===== src/gssr_pkg.sv =====
/*
 Shared constants and carrier types for the gated serial shift register.
 Assumes a single 100 MHz clock domain; no software-visible registers.
*/
package gssr_pkg;

	localparam int unsigned GSSR_STAGES     = 8;
	localparam int unsigned GSSR_FIFO_DEPTH = 4;
	localparam int unsigned GSSR_CLK_MHZ    = 100;

	localparam logic [GSSR_STAGES-1:0] GSSR_STAGE_RST = 8'h00;
	localparam logic                   GSSR_SCLK_RST  = 1'b1;

	typedef struct packed {
		logic shift_clock;
		logic gate_a;
		logic gate_b;
	} gssr_serial_t;

	typedef logic [GSSR_STAGES-1:0] gssr_word_t;

endpackage


===== src/gssr_shift_register.sv =====
/*
 Eight-stage gated serial-in, parallel-out shift register with a
 four-word snapshot FIFO on the parallel word path.
 Assumes all inputs synchronous to clk; shift_clock is a sampled level.
*/
`timescale 1ns/100ps

// Overview of operation
// - Eight stages, each driven on its own output
// - Stages update only on shift_clock rising edge
// - Clear low forces all stages low at once
// - Either gate input low loads zero
// - First stage loads AND of both gates
// - Each later stage takes its predecessor
// - Without edge or clear, stages hold
// - Serial value sampled only at the edge

module gssr_fifo
	import gssr_pkg::*;
#(
	parameter int unsigned WIDTH = GSSR_STAGES,
	parameter int unsigned DEPTH = GSSR_FIFO_DEPTH
)
(
	input  wire logic             clk,
	input  wire logic             reset,
	input  wire logic             clk_en,
	input  wire logic             in_valid,
	output logic                  in_ready,
	input  wire logic [WIDTH-1:0] in_data,
	output logic                  out_valid,
	input  wire logic             out_ready,
	output logic      [WIDTH-1:0] out_data
);

	localparam int unsigned PW = (DEPTH > 1) ? $clog2(DEPTH) : 1;
	localparam int unsigned CW = $clog2(DEPTH + 1);
	localparam logic [CW-1:0] FULL_COUNT = CW'(DEPTH);
	localparam logic [PW-1:0] LAST_PTR   = PW'(DEPTH - 1);

	logic [WIDTH-1:0] mem_q [DEPTH];
	logic [PW-1:0]    wr_ptr_q;
	logic [PW-1:0]    wr_ptr_d;
	logic [PW-1:0]    rd_ptr_q;
	logic [PW-1:0]    rd_ptr_d;
	logic [CW-1:0]    count_q;
	logic [CW-1:0]    count_d;
	logic             push;
	logic             pop;

	assign in_ready  = (count_q != FULL_COUNT);
	assign out_valid = (count_q != '0);
	assign out_data  = mem_q[rd_ptr_q];

	always_comb
	begin
		push     = in_valid && in_ready && clk_en;
		pop      = out_valid && out_ready && clk_en;
		wr_ptr_d = wr_ptr_q;
		rd_ptr_d = rd_ptr_q;
		count_d  = count_q;
		if (push)
		begin
			wr_ptr_d = (wr_ptr_q == LAST_PTR) ? '0 : wr_ptr_q + 1'b1;
		end
		if (pop)
		begin
			rd_ptr_d = (rd_ptr_q == LAST_PTR) ? '0 : rd_ptr_q + 1'b1;
		end
		if (push && !pop)
		begin
			count_d = count_q + 1'b1;
		end
		else if (pop && !push)
		begin
			count_d = count_q - 1'b1;
		end
	end

	always_ff @(posedge clk or posedge reset)
	begin
		if (reset)
		begin
			wr_ptr_q <= '0;
			rd_ptr_q <= '0;
			count_q  <= '0;
		end
		else
		begin
			wr_ptr_q <= wr_ptr_d;
			rd_ptr_q <= rd_ptr_d;
			count_q  <= count_d;
		end
	end

	// Storage needs no reset; out_valid masks stale entries
	always_ff @(posedge clk)
	begin
		if (push)
		begin
			mem_q[wr_ptr_q] <= in_data;
		end
	end

endmodule

module gssr_shift_register
	import gssr_pkg::*;
(
	input  wire logic         clk,
	input  wire logic         reset,
	input  wire logic         clk_en,
	input  wire gssr_serial_t serial_in,
	input  wire logic         async_clear_n,
	output gssr_word_t        stage_out,
	output logic              word_valid,
	input  wire logic         word_ready,
	output gssr_word_t        word_data,
	output logic              snap_ready
);

	gssr_word_t stage_q;
	gssr_word_t stage_d;
	logic       sclk_prev_q;
	logic       sclk_prev_d;
	logic       shift_edge;
	logic       first_bit;
	logic       stage_clr;

	// Clear acts without the clock, so it joins the async reset
	assign stage_clr = reset || !async_clear_n;

	always_comb
	begin
		sclk_prev_d = sclk_prev_q;
		if (clk_en)
		begin
			sclk_prev_d = serial_in.shift_clock;
		end
		// Only low-to-high counts; falling edges are ignored
		shift_edge = clk_en && serial_in.shift_clock
			&& !sclk_prev_q;
		// Gates sampled in the edge cycle only
		first_bit = serial_in.gate_a
			&& serial_in.gate_b;
		stage_d = stage_q;
		if (shift_edge)
		begin
			stage_d = {stage_q[GSSR_STAGES-2:0], first_bit};
		end
	end

	// Reset to high so a clock already high is not seen as an edge
	always_ff @(posedge clk or posedge reset)
	begin
		if (reset)
		begin
			sclk_prev_q <= GSSR_SCLK_RST;
		end
		else
		begin
			sclk_prev_q <= sclk_prev_d;
		end
	end

	always_ff @(posedge clk or posedge stage_clr)
	begin
		if (stage_clr)
		begin
			stage_q <= GSSR_STAGE_RST;
		end
		else
		begin
			stage_q <= stage_d;
		end
	end

	assign stage_out = stage_q;

	// A snapshot is offered after each shift; shifts never stall,
	// so a full FIFO drops the word and snap_ready shows it
	gssr_fifo #(
		.WIDTH (GSSR_STAGES),
		.DEPTH (GSSR_FIFO_DEPTH)
	) u_fifo (
		.clk       (clk),
		.reset     (reset),
		.clk_en    (clk_en),
		.in_valid  (shift_edge && async_clear_n),
		.in_ready  (snap_ready),
		.in_data   (stage_d),
		.out_valid (word_valid),
		.out_ready (word_ready),
		.out_data  (word_data)
	);

endmodule


===== config.mk =====
export PLATFORM = sky130hd
export DESIGN_NAME = gssr_shift_register
export DESIGN_NICKNAME = d
export VERILOG_FILES = /design/src/gssr_pkg.sv /design/src/gssr_shift_register.sv
export SDC_FILE = /design/constraint.sdc
export NUM_CORES = 1
export LEC_CHECK = 0
export ABC_CLOCK_PERIOD_IN_PS = 4850
export BUFFER_PORTS_ARGS = -buffer_cell sky130_fd_sc_hd__clkbuf_2
export CORE_AREA = 2 2 59 61
export CTS_BUF_LIST = sky130_fd_sc_hd__clkbuf_4 sky130_fd_sc_hd__clkbuf_8
export DETAILED_ROUTE_END_ITERATION = 16
export DIE_AREA = 0 0 61 63
export PLACE_DENSITY = 0.95
export SKIP_CTS_REPAIR_TIMING = 1
export SYNTH_ARGS = -nofsm -noshare
export SYNTH_HDL_FRONTEND = slang
export SYNTH_SLANG_ARGS = --single-unit

===== constraint.sdc =====
create_clock -name clk -period 4.85 [get_ports clk]
set_input_delay 0.97 -clock clk [delete_from_list [all_inputs] [get_ports clk]]
set_output_delay 0.97 -clock clk [all_outputs]
set_load 0.03 [all_outputs]

Word-level counts from Yosys, hierarchy flattened:

Memory sizes are Yosys's and may differ from the RTL's.
Cells that the tools add are included.

* equality and inequality tests: 3
* muxes and demuxes: 7
* add/subtract/negate cells: 4
* reduce and logical (&&, ||, !) cells: 17

Operator list (count)
* 1-bit logical AND: 10
* 8-bit two-way mux: 1
* 3-bit two-way mux: 2
* 2-bit by 1-bit adder with 2-bit output (second input constant): 2
* 2-bit equality test (second input constant): 2
* 1-bit logical NOT: 4
* 2-bit two-way mux: 2
* 3-bit by 1-bit adder with 3-bit output (second input constant): 1
* 3-bit inequality test (second input constant): 1
* 3-bit nonzero test: 1
* 3-bit by 1-bit subtractor with 3-bit output (second input constant): 1
* 1-bit two-way mux: 2
* 2-bit nonzero test: 1
* 1-bit logical OR: 1

* bits in writable memories: 32
* memories: 1
* logic and storage cells: 37
* input port bits: 8
* output and inout bits: 18
* register bits after elaboration: 16

Memories
* u_fifo.mem_q: words 4, bits a word 8, rd ports 1, clocked after memory_dff 0, wr ports 1, line gssr_shift_register.sv:41 `logic [WIDTH-1:0] mem_q [DEPTH];`

Depth between registers and ports, before layout:

Gate-level depths: netlist of the first run.

* depth in word-level cells: 9
* depth in mapped cells: 8
* gate-level depth less buffers: 8

Cells and area by module:

From an unflattened synthesis of the first run, not the netlist that was laid out.

* cells, all modules: 106
* area total of the unflattened synthesis: 1979.4 um^2

Modules (own cells, without submodules)
* gssr_fifo: cells each 81, area an instance 1610.3 um^2, times used 1, sequential area each 1136.1 um^2
* gssr_shift_register: cells each 25, area an instance 369.1 um^2, times used 1, sequential area each 226.5 um^2

Worst setup path before layout of the first run:

No wires, ideal clock.

* path type: input to register
* start: input port serial_in[2] (netlist bit)
* end: register u_fifo.count_q[2]
* stages: 8
* required time: 4.771 ns
* path slack: 2.299 ns
* arrival: 2.472 ns
* buffers on the path: 0
* library setup time: 0.079 ns
* path through: nand3b_4 -> a211oi_4 -> ha_1 -> inv_1 -> fa_1 -> xor2_1 -> nor2_1 -> xor2_1

* longest elaborated chain between the ends: 8
* elaborated cells on any way between the ends: 10
* those cells by class: 1 x mux; 9 x reduce/logical

Ends and longest elaborated chain
* start, declared: line gssr_shift_register.sv:113 `input wire gssr_serial_t serial_in,`
* 1-bit logical AND (*): line gssr_shift_register.sv:141 `shift_edge = clk_en && serial_in.shift_clock`
* 1-bit logical AND (*): line gssr_shift_register.sv:142 `&& !sclk_prev_q;`
* 1-bit logical AND (*): line gssr_shift_register.sv:189 `.in_valid (shift_edge && async_clear_n),`
* 1-bit logical AND (*) (2 in series): line gssr_shift_register.sv:57 `push = in_valid && in_ready && clk_en;`
* named net u_fifo.push: line gssr_shift_register.sv:48 `logic push;`
* 1-bit logical NOT: line gssr_shift_register.sv:74 `else if (pop && !push)`
* 1-bit logical AND: line gssr_shift_register.sv:74
* 2-bit nonzero test (no source line)
* end signal, assigned: line gssr_shift_register.sv:92 `count_q <= count_d;`
* end, declared: line gssr_shift_register.sv:46 `logic [CW-1:0] count_q;`

The timed path passes the listed nets; every way through them passes the cells marked *.
A chain may end at the register's enable or synchronous reset.

Final worst setup path of the first run:

* start: register u_fifo.rd_ptr_q[0]
* end: output port word_data[3]

* longest elaborated chain between the ends: 1

Ends and longest elaborated chain
* start, declared: line gssr_shift_register.sv:44 `logic [PW-1:0] rd_ptr_q;`
* start signal, assigned: line gssr_shift_register.sv:91 `rd_ptr_q <= rd_ptr_d;`
* memory 4 x 8 bit
* end, declared: line gssr_shift_register.sv:118 `output gssr_word_t word_data,`

No other way between the ends.

==> results of run 1 <==
## sequential cells by signal, summed over array words and instances (netlist names)
| signal | cells |
|---|---|
| u_fifo.mem_q | 32 |
| stage_out | 8 |
| u_fifo.wr_ptr_q | 2 |
| sclk_prev_q | 1 |
| u_fifo.rd_ptr_q | 2 |
| u_fifo.count_q | 3 |
## cells by family (layout without fill, tap and decap cells)
group / count (synthesis) / count (layout) / share of synthesized area
fa+ha+maj: 7 / 7 / 0.0485
simple gates: 15 / 15 / 0.0466
xor+xnor: 3 / 3 / 0.0134
buf+inv: 7 / 38 / 0.0140
compound gates: 2 / 2 / 0.0128
flops: 48 / 48 / 0.695
mux: 21 / 21 / 0.170
## worst max-delay path: stages, from the launching register on
cell	delay [ns]
dfrtp_1	0.75
mux4_2	0.57
clkbuf_2	0.19
## layout by cell type, fill, tap and decap left out, drive strengths merged, types with 2 or more instances in the layout
| master | count |
|---|---|
| clkbuf | 31 |
| ha | 6 |
| and2 | 4 |
| edfxtp | 32 |
| mux4 | 8 |
| dfrtp | 15 |
| xor2 | 2 |
| nand2 | 3 |
| nor2 | 5 |
| mux2 | 13 |
| inv | 5 |
## power breakdown
group	total, mW	internal [mW]	switching (mW)
Sequential	0.623	0.530	0.0936
Combinational	0.440	0.182	0.258
Clock	0.232	0.114	0.118
## stage by stage
step	std cells	total power [mW]	utilization
4_1_cts	180	1.31	0.686
3_5_place_dp	172	1.08	0.661
3_3_place_gp	172	1.05	0.661
5_1_grt	180	1.37	0.686
6_report	180	1.30	0.686
2_1_floorplan	103	0.951	-
## worst paths after layout
path / from / end / cells past startpoint
max: u_fifo.rd_ptr_q[0]$_DFFE_PP0P_ / word_data[3] / 2
max reg2reg: sclk_prev_q$_DFFE_PP1P_ / u_fifo.count_q[2]$_DFFE_PP0P_ / 8
min in group clk: u_fifo.count_q[0]$_DFFE_PP0P_ / u_fifo.count_q[0]$_DFFE_PP0P_ / 1
max in group asynchronous: async_clear_n / stage_out[5]$_DFF_PP0_ / 3
min: reset / u_fifo.rd_ptr_q[0]$_DFFE_PP0P_ / 2
min reg2reg: u_fifo.count_q[0]$_DFFE_PP0P_ / u_fifo.count_q[0]$_DFFE_PP0P_ / 1
## layer usage
| metal | vias to the layer above | global-route usage |
|---|---|---|
| li1 | 444 | - |
| met1 | 487 | 0.247 |
| met2 | 25 | 0.305 |
| met3 | 5 | 0.0725 |
| met4 | 0 | 0.0924 |
| met5 | - | 0 |
## cell type report
| class | count | area [um2] | area share |
|---|---|---|---|
| sequential | 48 | 1360 | 0.615 |
| multi-input combinational | 48 | 572 | 0.258 |
| timing repair buffer | 25 | 125 | 0.0565 |
| tap | 46 | 57.6 | 0.0260 |
| clock buffer | 6 | 45.0 | 0.0203 |
| clock inverter | 2 | 35.0 | 0.0158 |
| inverter | 5 | 18.8 | 0.00847 |
==> flow_metrics.env, run 1 <==
export IMPL_core_um2=3230
export IMPL_wl_per_cell_um=17.7
export IMPL_routed_via_density=5.34
export IMPL_die_w_um=61
export IMPL_finalMaxSlewViolations=0
export IMPL_hold_class="primary input to async pin"
export IMPL_clock_latency_ns=0.36
export IMPL_ir_drop_mv=0.331
export IMPL_fp_row_count=21
export IMPL_finalHoldViolCount=0
export IMPL_wl_met3_um=144
export IMPL_wl_met1_um=1380
export IMPL_ys_types=21
export IMPL_synth_ff_type="edfxtp_1"
export IMPL_reg2reg_slack_ns=2.60
export IMPL_h_tree_depth=2
export IMPL_synth_common_cells="edfxtp_1, dfrtp_1, mux2_2"
export IMPL_maxCapViolCount=0
export IMPL_setup_tns_ns=0
export IMPL_cp_required_ns=3.88
export IMPL_yosysWarningCount=0
export IMPL_track_usage=0.198
export IMPL_area_growth_pct=12.9
export IMPL_arrival_ns=1.88
export IMPL_place_ws_ns=1.95
export IMPL_final_setup_worst_slack_ns=2.00
export IMPL_yosysMostFrequentCell="edfxtp_1"
export IMPL_path_class="flip-flop to output pin"
export IMPL_antenna_cells=0
export IMPL_dp_hpwl_um=2230
export IMPL_grt_pass1_wl_um=5210
export IMPL_status="finished clean"
export IMPL_gp_congestion=0.697
export IMPL_syn_num_nets=118
export IMPL_die_y_um=63
export IMPL_yosysTopAreaCell="edfxtp_1"
export IMPL_initial_core_util=0.607
export IMPL_drc=0
export IMPL_synth_seq_cells=48
export IMPL_grt_ovfl_total=0
export IMPL_cts_max_path_buffers=2
export IMPL_port_buffers=25
export IMPL_io_pins=26
export IMPL_finalCritPeriodShare=0.587
export IMPL_cts_root_buf="clkbuf_4"
export IMPL_highest_layer="met4"
export IMPL_async_flop_share=0.333
export IMPL_grt_max_degree=15
export IMPL_numCtsBuffers=5
export IMPL_clk_pin_slew_ns=0.13
export IMPL_syn_area_per_cell_um2=19.0
export IMPL_dr_first_iter_drc_count=25
export IMPL_finalInstanceArea_um2=2220
export IMPL_synthCells=103
export IMPL_cts_sinks=48
export IMPL_power_density_nw_per_um2=585
export IMPL_cp_max_fo=11
export IMPL_whs_ns=0.537
export IMPL_place_area_um2=2140
export IMPL_end_kind="output pin"
export IMPL_setup_violations=0
export IMPL_synthTopCellsByArea="edfxtp_1, dfrtp_1, mux4_2"
export IMPL_synth_seq_area_share=0.695
export IMPL_min_period_ns=2.85
export IMPL_via_count=961
export IMPL_nFillCells=225
export IMPL_relSlewSlack=0.545
export IMPL_rsz0062_at_grt="no"
export IMPL_nets=148
export IMPL_wl_met2_um=1600
export IMPL_drtPass1Iterations=4
export IMPL_die_area_um2=3840
export IMPL_synth_area_um2=1960
export IMPL_worst_pin_slew_ns=0.680
export IMPL_grt_antenna_before_repair=0
export IMPL_layout_drive_gt1_share=0.455
export IMPL_final_setup_skew_ns=0.0153
export IMPL_power_leakage_nw=0.902
export IMPL_ant_nets=0
export IMPL_synth_edf_count=32
export IMPL_worst_setup_path_start_kind="flip-flop"
export IMPL_cts_tree="done"
export IMPL_fmax_ghz=0.351
export IMPL_routed_wl_um=3180
export IMPL_grt_pass1_vias=1073
export IMPL_synth_top_area_frac=0.490
Power figures use the tool's default switching activity.
==> run 2, diff against run 1 <==
- ABC_AREA: default -> 1
- ABC_CLOCK_PERIOD_IN_PS: 4850 -> 2300
- CORE_AREA: 2 2 59 61 -> 2 2 65 67
- DIE_AREA: 0 0 61 63 -> 0 0 67 69
- PLACE_DENSITY: 0.95 -> 0.87
- clock period: 4.85 -> 2.3 ns (I/O delays scaled with it)
==> flow_metrics.env, run 2 <==
export IMPL_grt_max_degree=20
export IMPL_combPwrFrac=0.389
export IMPL_syn_area_per_cell_um2=11.5
export IMPL_cts_root_buf="clkbuf_8"
export IMPL_power_switching_mw=1.17
export IMPL_initial_core_util=0.519
export IMPL_setup_tns_ns=0
export IMPL_synth_ff_type="edfxtp_1"
export IMPL_p_clk_frac=0.182
export IMPL_swShare=0.421
export IMPL_hold_class="primary input to async pin"
export IMPL_syn_num_nets=191
export IMPL_fp_row_count=23
export IMPL_h_tree_depth=2
export IMPL_cp_required_ns=1.84
export IMPL_ant_nets=0
export IMPL_status="finished clean"
export IMPL_cp_slowest_cell="dfrtp_1"
export IMPL_setup_violations=0
export IMPL_reg2reg_slack_ns=0.34
export IMPL_cts_sinks=48
export IMPL_crit_chain="inv_1, o21ai_0, o22ai_1, clkbuf_2"
export IMPL_synth_edf_count=32
export IMPL_critPathBufInv=2
export IMPL_track_usage=0.180
export IMPL_layout_drive_gt1_share=0.207
export IMPL_mostFrequentLayoutCells="edfxtp_1, nand2_1, clkbuf_2, nor2_1, o21ai_0"
export IMPL_async_flop_share=0.333
export IMPL_final_common_cell="edfxtp_1"
export IMPL_gp_congestion=0.826
export IMPL_drc=0
export IMPL_r2r_start="u_fifo.count_q[0]$_DFFE_PP0P_"
export IMPL_ys_types=21
export IMPL_cts_tree="done"
export IMPL_yosysMostFrequentCell="edfxtp_1"
export IMPL_finalMaxSlewViolations=0
export IMPL_power_leakage_nw=1.00
export IMPL_wl_per_cell_um=14.5
export IMPL_port_buffers=25
export IMPL_yosysWarningCount=0
export IMPL_nFillCells=313
export IMPL_largest_reg_flops=32
export IMPL_ir_drop_mv=0.588
export IMPL_post_route_util=0.591
export IMPL_core_um2=3910
export IMPL_yosysTopAreaCell="edfxtp_1"
export IMPL_worst_setup_path_start_kind="flip-flop"
export IMPL_clock_latency_ns=0.30
export IMPL_io_pins=26
export IMPL_maxCapViolCount=0
export IMPL_final_setup_worst_slack_ns=0.213
export IMPL_routed_wl_um=3740
export IMPL_arrival_ns=1.63
export IMPL_finalHoldViolCount=0
export IMPL_cp_max_fo=11
export IMPL_fmax_ghz=0.479
export IMPL_finalCritPeriodShare=0.907
export IMPL_synth_seq_area_share=0.671
export IMPL_antenna_cells=0
export IMPL_drtPass1Iterations=4
export IMPL_rsz0062_at_grt="no"
export IMPL_synth_common_cells="edfxtp_1, nand2_1, nor2_1, o21ai_0, inv_1"
export IMPL_grt_ovfl_total=0
export IMPL_min_period_ns=2.09
export IMPL_path_class="flip-flop to output pin"
export IMPL_cts_max_path_buffers=2
export IMPL_synthCells=176
export IMPL_synthTopCellsByArea="edfxtp_1, dfrtp_1, o21ai_0"
export IMPL_nets=222
export IMPL_die_area_um2=4620
export IMPL_routed_via_density=5.25
export IMPL_dp_hpwl_um=2510
export IMPL_slowest_delay_ns=0.52
export IMPL_reg2regPathDepth=11
export IMPL_end_kind="output pin"
export IMPL_clk_pin_slew_ns=0.09
export IMPL_rr_endpoint="u_fifo.count_q[2]$_DFFE_PP0P_"
export IMPL_via_count=1355
export IMPL_relSlewSlack=0.576
export IMPL_die_y_um=69
export IMPL_p_int_mw=1.61
export IMPL_power_density_nw_per_um2=1210
export IMPL_grt_pass1_vias=1332
export IMPL_seqPwrFrac=0.428
export IMPL_area_growth_pct=14.0
export IMPL_final_setup_skew_ns=0.00569
export IMPL_grt_antenna_before_repair=0
export IMPL_grt_pass1_wl_um=6020
export IMPL_synth_top_area_frac=0.473
export IMPL_top_register="u_fifo.mem_q"
export IMPL_worst_pin_slew_ns=0.630
export IMPL_synth_seq_cells=48
export IMPL_die_w_um=67
export IMPL_dr_first_iter_drc_count=82
export IMPL_synth_area_um2=2030
export IMPL_numCtsBuffers=5
export IMPL_place_ws_ns=0.163
export IMPL_critPathTopFamily="flip-flops"
[run 2: cell types whose count changed after synthesis, moves of 4 or more]
| cell | change |
|---|---|
| and2_2 | -4 |
| nand3_1 | +6 |
| mux2_2 | -11 |
| mux4_2 | -8 |
| inv_1 | +15 |
| nor2_1 | +17 |
| nand2_1 | +25 |
| o22ai_1 | +8 |
| o21ai_0 | +21 |
[run 2: worst max path at each step]
| stage | start | end | slack, ns | cells past startpoint |
|---|---|---|---|---|
| floorplan | u_fifo.count_q[0]$_DFFE_PP0P_ | u_fifo.count_q[1]$_DFFE_PP0P_ | 0.31 | 9 |
| global placement | clk_en | u_fifo.count_q[2]$_DFFE_PP0P_ | 0.27 | 12 |
| detailed placement | clk_en | u_fifo.count_q[2]$_DFFE_PP0P_ | 0.16 | 12 |
| CTS | u_fifo.rd_ptr_q[1]$_DFFE_PP0P_ | word_data[1] | 0.22 | 4 |
| global route | u_fifo.rd_ptr_q[1]$_DFFE_PP0P_ | word_data[1] | 0.12 | 4 |
| finish | u_fifo.rd_ptr_q[1]$_DFFE_PP0P_ | word_data[1] | 0.21 | 4 |
[run 2: per-layer routing]
metal | GRT usage | share of wire | vias to the layer above
li1 | - | - | 659
met1 | 0.223 | 0.41 | 641
met2 | 0.286 | 0.52 | 50
met3 | 0.0489 | 0.059 | 5
met4 | 0.0884 | 0.017 | 0
met5 | 0 | 0 | -
[run 2: logic make-up (layout without fill, tap and decap cells)]
| group | count (synthesis) | in the layout | synth area share |
|---|---|---|---|
| buf+inv | 24 | 56 | 0.0474 |
| simple gates | 66 | 66 | 0.152 |
| xor+xnor | 1 | 1 | 0.00431 |
| compound gates | 30 | 30 | 0.0789 |
| flops | 48 | 48 | 0.671 |
| fa+ha+maj | 7 | 7 | 0.0468 |
[run 2: layout make-up]
cell class	instances	area (um2)	share of cell area
clock buffers	5	68.8	0.0297
clock inverters	3	26.3	0.0114
inverters	20	75.1	0.0324
multi-input cells	104	572	0.247
flip-flops and latches	48	1360	0.589
well taps	50	62.6	0.0270
repair buffers	28	148	0.0638
[run 2: stage by stage]
stage	hold WS [ns]	total power, mW	cells	cell area (um2)
2_1_floorplan	0.275	1.98	176	2030
3_3_place_gp	0.412	2.25	250	2220
3_5_place_dp	0.416	2.28	250	2220
4_1_cts	0.0853	2.79	258	2310
5_1_grt	0.114	2.95	258	2310
6_report	0.0836	2.79	258	2310
[run 2: power groups by stage]
stage	logic, mW	clock network [mW]	registers, mW
2_1_floorplan	0.735	0	1.25
3_3_place_gp	1.04	0	1.21
3_5_place_dp	1.07	0	1.21
4_1_cts	1.08	0.517	1.19
5_1_grt	1.18	0.550	1.21
6_report	1.09	0.508	1.19
==> run 3, diff against run 2 <==
- BUFFER_PORTS_ARGS: -buffer_cell sky130_fd_sc_hd__clkbuf_2 -> default
- CORE_AREA: 2 2 65 67 -> 2 2 63 65
- DIE_AREA: 0 0 67 69 -> 0 0 65 67
- DONT_BUFFER_PORTS: default -> 1
- PLACE_DENSITY: 0.87 -> 0.85
==> flow_metrics.env, run 3 (synthesized netlist as in run 2, its figures left out) <==
export IMPL_top_register="u_fifo.mem_q"
export IMPL_wl_per_cell_um=15.5
export IMPL_area_growth_pct=12.2
export IMPL_finalCritPeriodShare=0.903
export IMPL_clock_latency_ns=0.30
export IMPL_drtPass1Iterations=4
export IMPL_failed_checks="negative hold slack"
export IMPL_fp_row_count=22
export IMPL_nFillCells=270
export IMPL_finalMaxSlewViolations=0
export IMPL_io_pins=26
export IMPL_clk_pin_slew_ns=0.08
export IMPL_worst_pin_slew_ns=0.663
export IMPL_antenna_cells=0
export IMPL_die_area_um2=4360
export IMPL_h_tree_depth=2
export IMPL_worst_setup_path_start_kind="flip-flop"
export IMPL_setup_tns_ns=0
export IMPL_initial_core_util=0.563
export IMPL_end_kind="output pin"
export IMPL_finalInstanceArea_um2=2280
export IMPL_reg2reg_slack_ns=0.46
export IMPL_routed_via_density=5.38
export IMPL_status="finished, violations left"
export IMPL_rsz0062_at_grt="no"
export IMPL_grt_antenna_before_repair=0
export IMPL_cts_sinks=48
export IMPL_slowest_delay_ns=0.52
export IMPL_dp_hpwl_um=2670
export IMPL_layout_drive_gt1_share=0.140
export IMPL_nets=207
export IMPL_min_period_ns=2.08
export IMPL_hold_class="primary input to async pin"
export IMPL_cp_slowest_cell="dfrtp_1"
export IMPL_swShare=0.395
export IMPL_port_buffers=0
export IMPL_numCtsBuffers=5
export IMPL_finalNonFillerCells=241
export IMPL_power_switching_mw=1.14
export IMPL_cts_root_buf="clkbuf_8"
export IMPL_ant_nets=0
export IMPL_power_leakage_nw=0.949
export IMPL_cp_required_ns=1.84
export IMPL_critPathBufInv=2
export IMPL_dr_first_iter_drc_count=69
export IMPL_ir_drop_mv=0.703
export IMPL_final_common_cell="edfxtp_1"
export IMPL_finalHoldViolCount=7
export IMPL_final_setup_skew_ns=0.00611
export IMPL_arrival_ns=1.62
export IMPL_cts_max_path_buffers=2
export IMPL_cp_endpoint="word_data[0]"
export IMPL_crit_chain="inv_1, o21ai_0, o22ai_1, buf_4"
export IMPL_drc=0
export IMPL_via_count=1296
export IMPL_p_clk_frac=0.204
export IMPL_cp_depth=4
export IMPL_cp_max_fo=11
export IMPL_setup_violations=0
export IMPL_post_route_util=0.632
export IMPL_mostFrequentLayoutCells="edfxtp_1, nand2_1, nor2_1, o21ai_0, inv_1"
export IMPL_path_class="flip-flop to output pin"
export IMPL_p_int_mw=1.74
export IMPL_total_power_mw=2.88
export IMPL_gp_congestion=0.815
export IMPL_fmax_ghz=0.481
export IMPL_rr_endpoint="u_fifo.count_q[2]$_DFFE_PP0P_"
export IMPL_combPwrFrac=0.354
export IMPL_track_usage=0.198
export IMPL_place_area_um2=2170
export IMPL_critPathTopFamily="flip-flops"
export IMPL_grt_pass1_vias=1343
export IMPL_core_um2=3610
export IMPL_critPathLaunch="u_fifo.rd_ptr_q[1]$_DFFE_PP0P_"
export IMPL_die_w_um=65
export IMPL_relSlewSlack=0.553
export IMPL_power_density_nw_per_um2=1270
export IMPL_routed_wl_um=3740
export IMPL_cts_tree="done"
export IMPL_maxCapViolCount=0
export IMPL_dp_cells=233
export IMPL_r2r_start="u_fifo.count_q[0]$_DFFE_PP0P_"
export IMPL_grt_pass1_wl_um=6320
export IMPL_place_ws_ns=0.341
export IMPL_die_y_um=67
export IMPL_largest_reg_flops=32
export IMPL_reg2regPathDepth=11
export IMPL_grt_ovfl_total=0
export IMPL_grt_max_degree=20
export IMPL_seqPwrFrac=0.443
export IMPL_whs_ns=-0.00868
export IMPL_final_setup_worst_slack_ns=0.222
[run 3: how the worst min path moves through the flow]
stage,cells after the start,endpoint,slack [ns],start
finish,1,u_fifo.count_q[1]$_DFFE_PP0P_,-0.009,reset
global route,1,u_fifo.count_q[1]$_DFFE_PP0P_,0.003,reset
CTS,1,u_fifo.count_q[1]$_DFFE_PP0P_,-0.004,reset
detailed placement,1,u_fifo.count_q[1]$_DFFE_PP0P_,0.32,reset
global placement,1,u_fifo.count_q[2]$_DFFE_PP0P_,0.31,reset
floorplan,1,u_fifo.count_q[0]$_DFFE_PP0P_,0.27,reset
[run 3: layout make-up]
| cell class | instances | area [um2] | area share |
|---|---|---|---|
| flip-flops and latches | 48 | 1360 | 0.598 |
| repair buffers | 13 | 97.6 | 0.0428 |
| clock buffers | 5 | 68.8 | 0.0302 |
| well taps | 48 | 60.1 | 0.0264 |
| clock inverters | 3 | 42.5 | 0.0187 |
| inverters | 20 | 75.1 | 0.0329 |
| multi-input cells | 104 | 572 | 0.251 |
[run 3: worst register-to-register path, cell delays in order (launching register included)]
cell and delay, ns:
dfrtp_1 0.42, inv_1 0.07, nand3_1 0.13, nand3_4 0.12
inv_1 0.08, ha_1 0.17, inv_1 0.07, fa_1 0.38
nand2_1 0.10, nand3_1 0.08, nand2_1 0.06, nand2_1 0.04
[run 3: per-layer routing]
layer | share of wire | vias up | global-route usage
met1 | 0.44 | 631 | 0.243
met5 | 0 | - | 0
met3 | 0.044 | 2 | 0.0541
met2 | 0.51 | 28 | 0.334
met4 | 0.011 | 0 | 0.0798
li1 | - | 635 | -
[run 3: power by group through the flow]
stage	clock, mW	combinational [mW]	sequential (mW)
2_1_floorplan	0	0.735	1.25
3_3_place_gp	0	0.966	1.29
3_5_place_dp	0	1.02	1.30
4_1_cts	0.594	1.03	1.28
5_1_grt	0.629	1.14	1.30
6_report	0.587	1.02	1.28
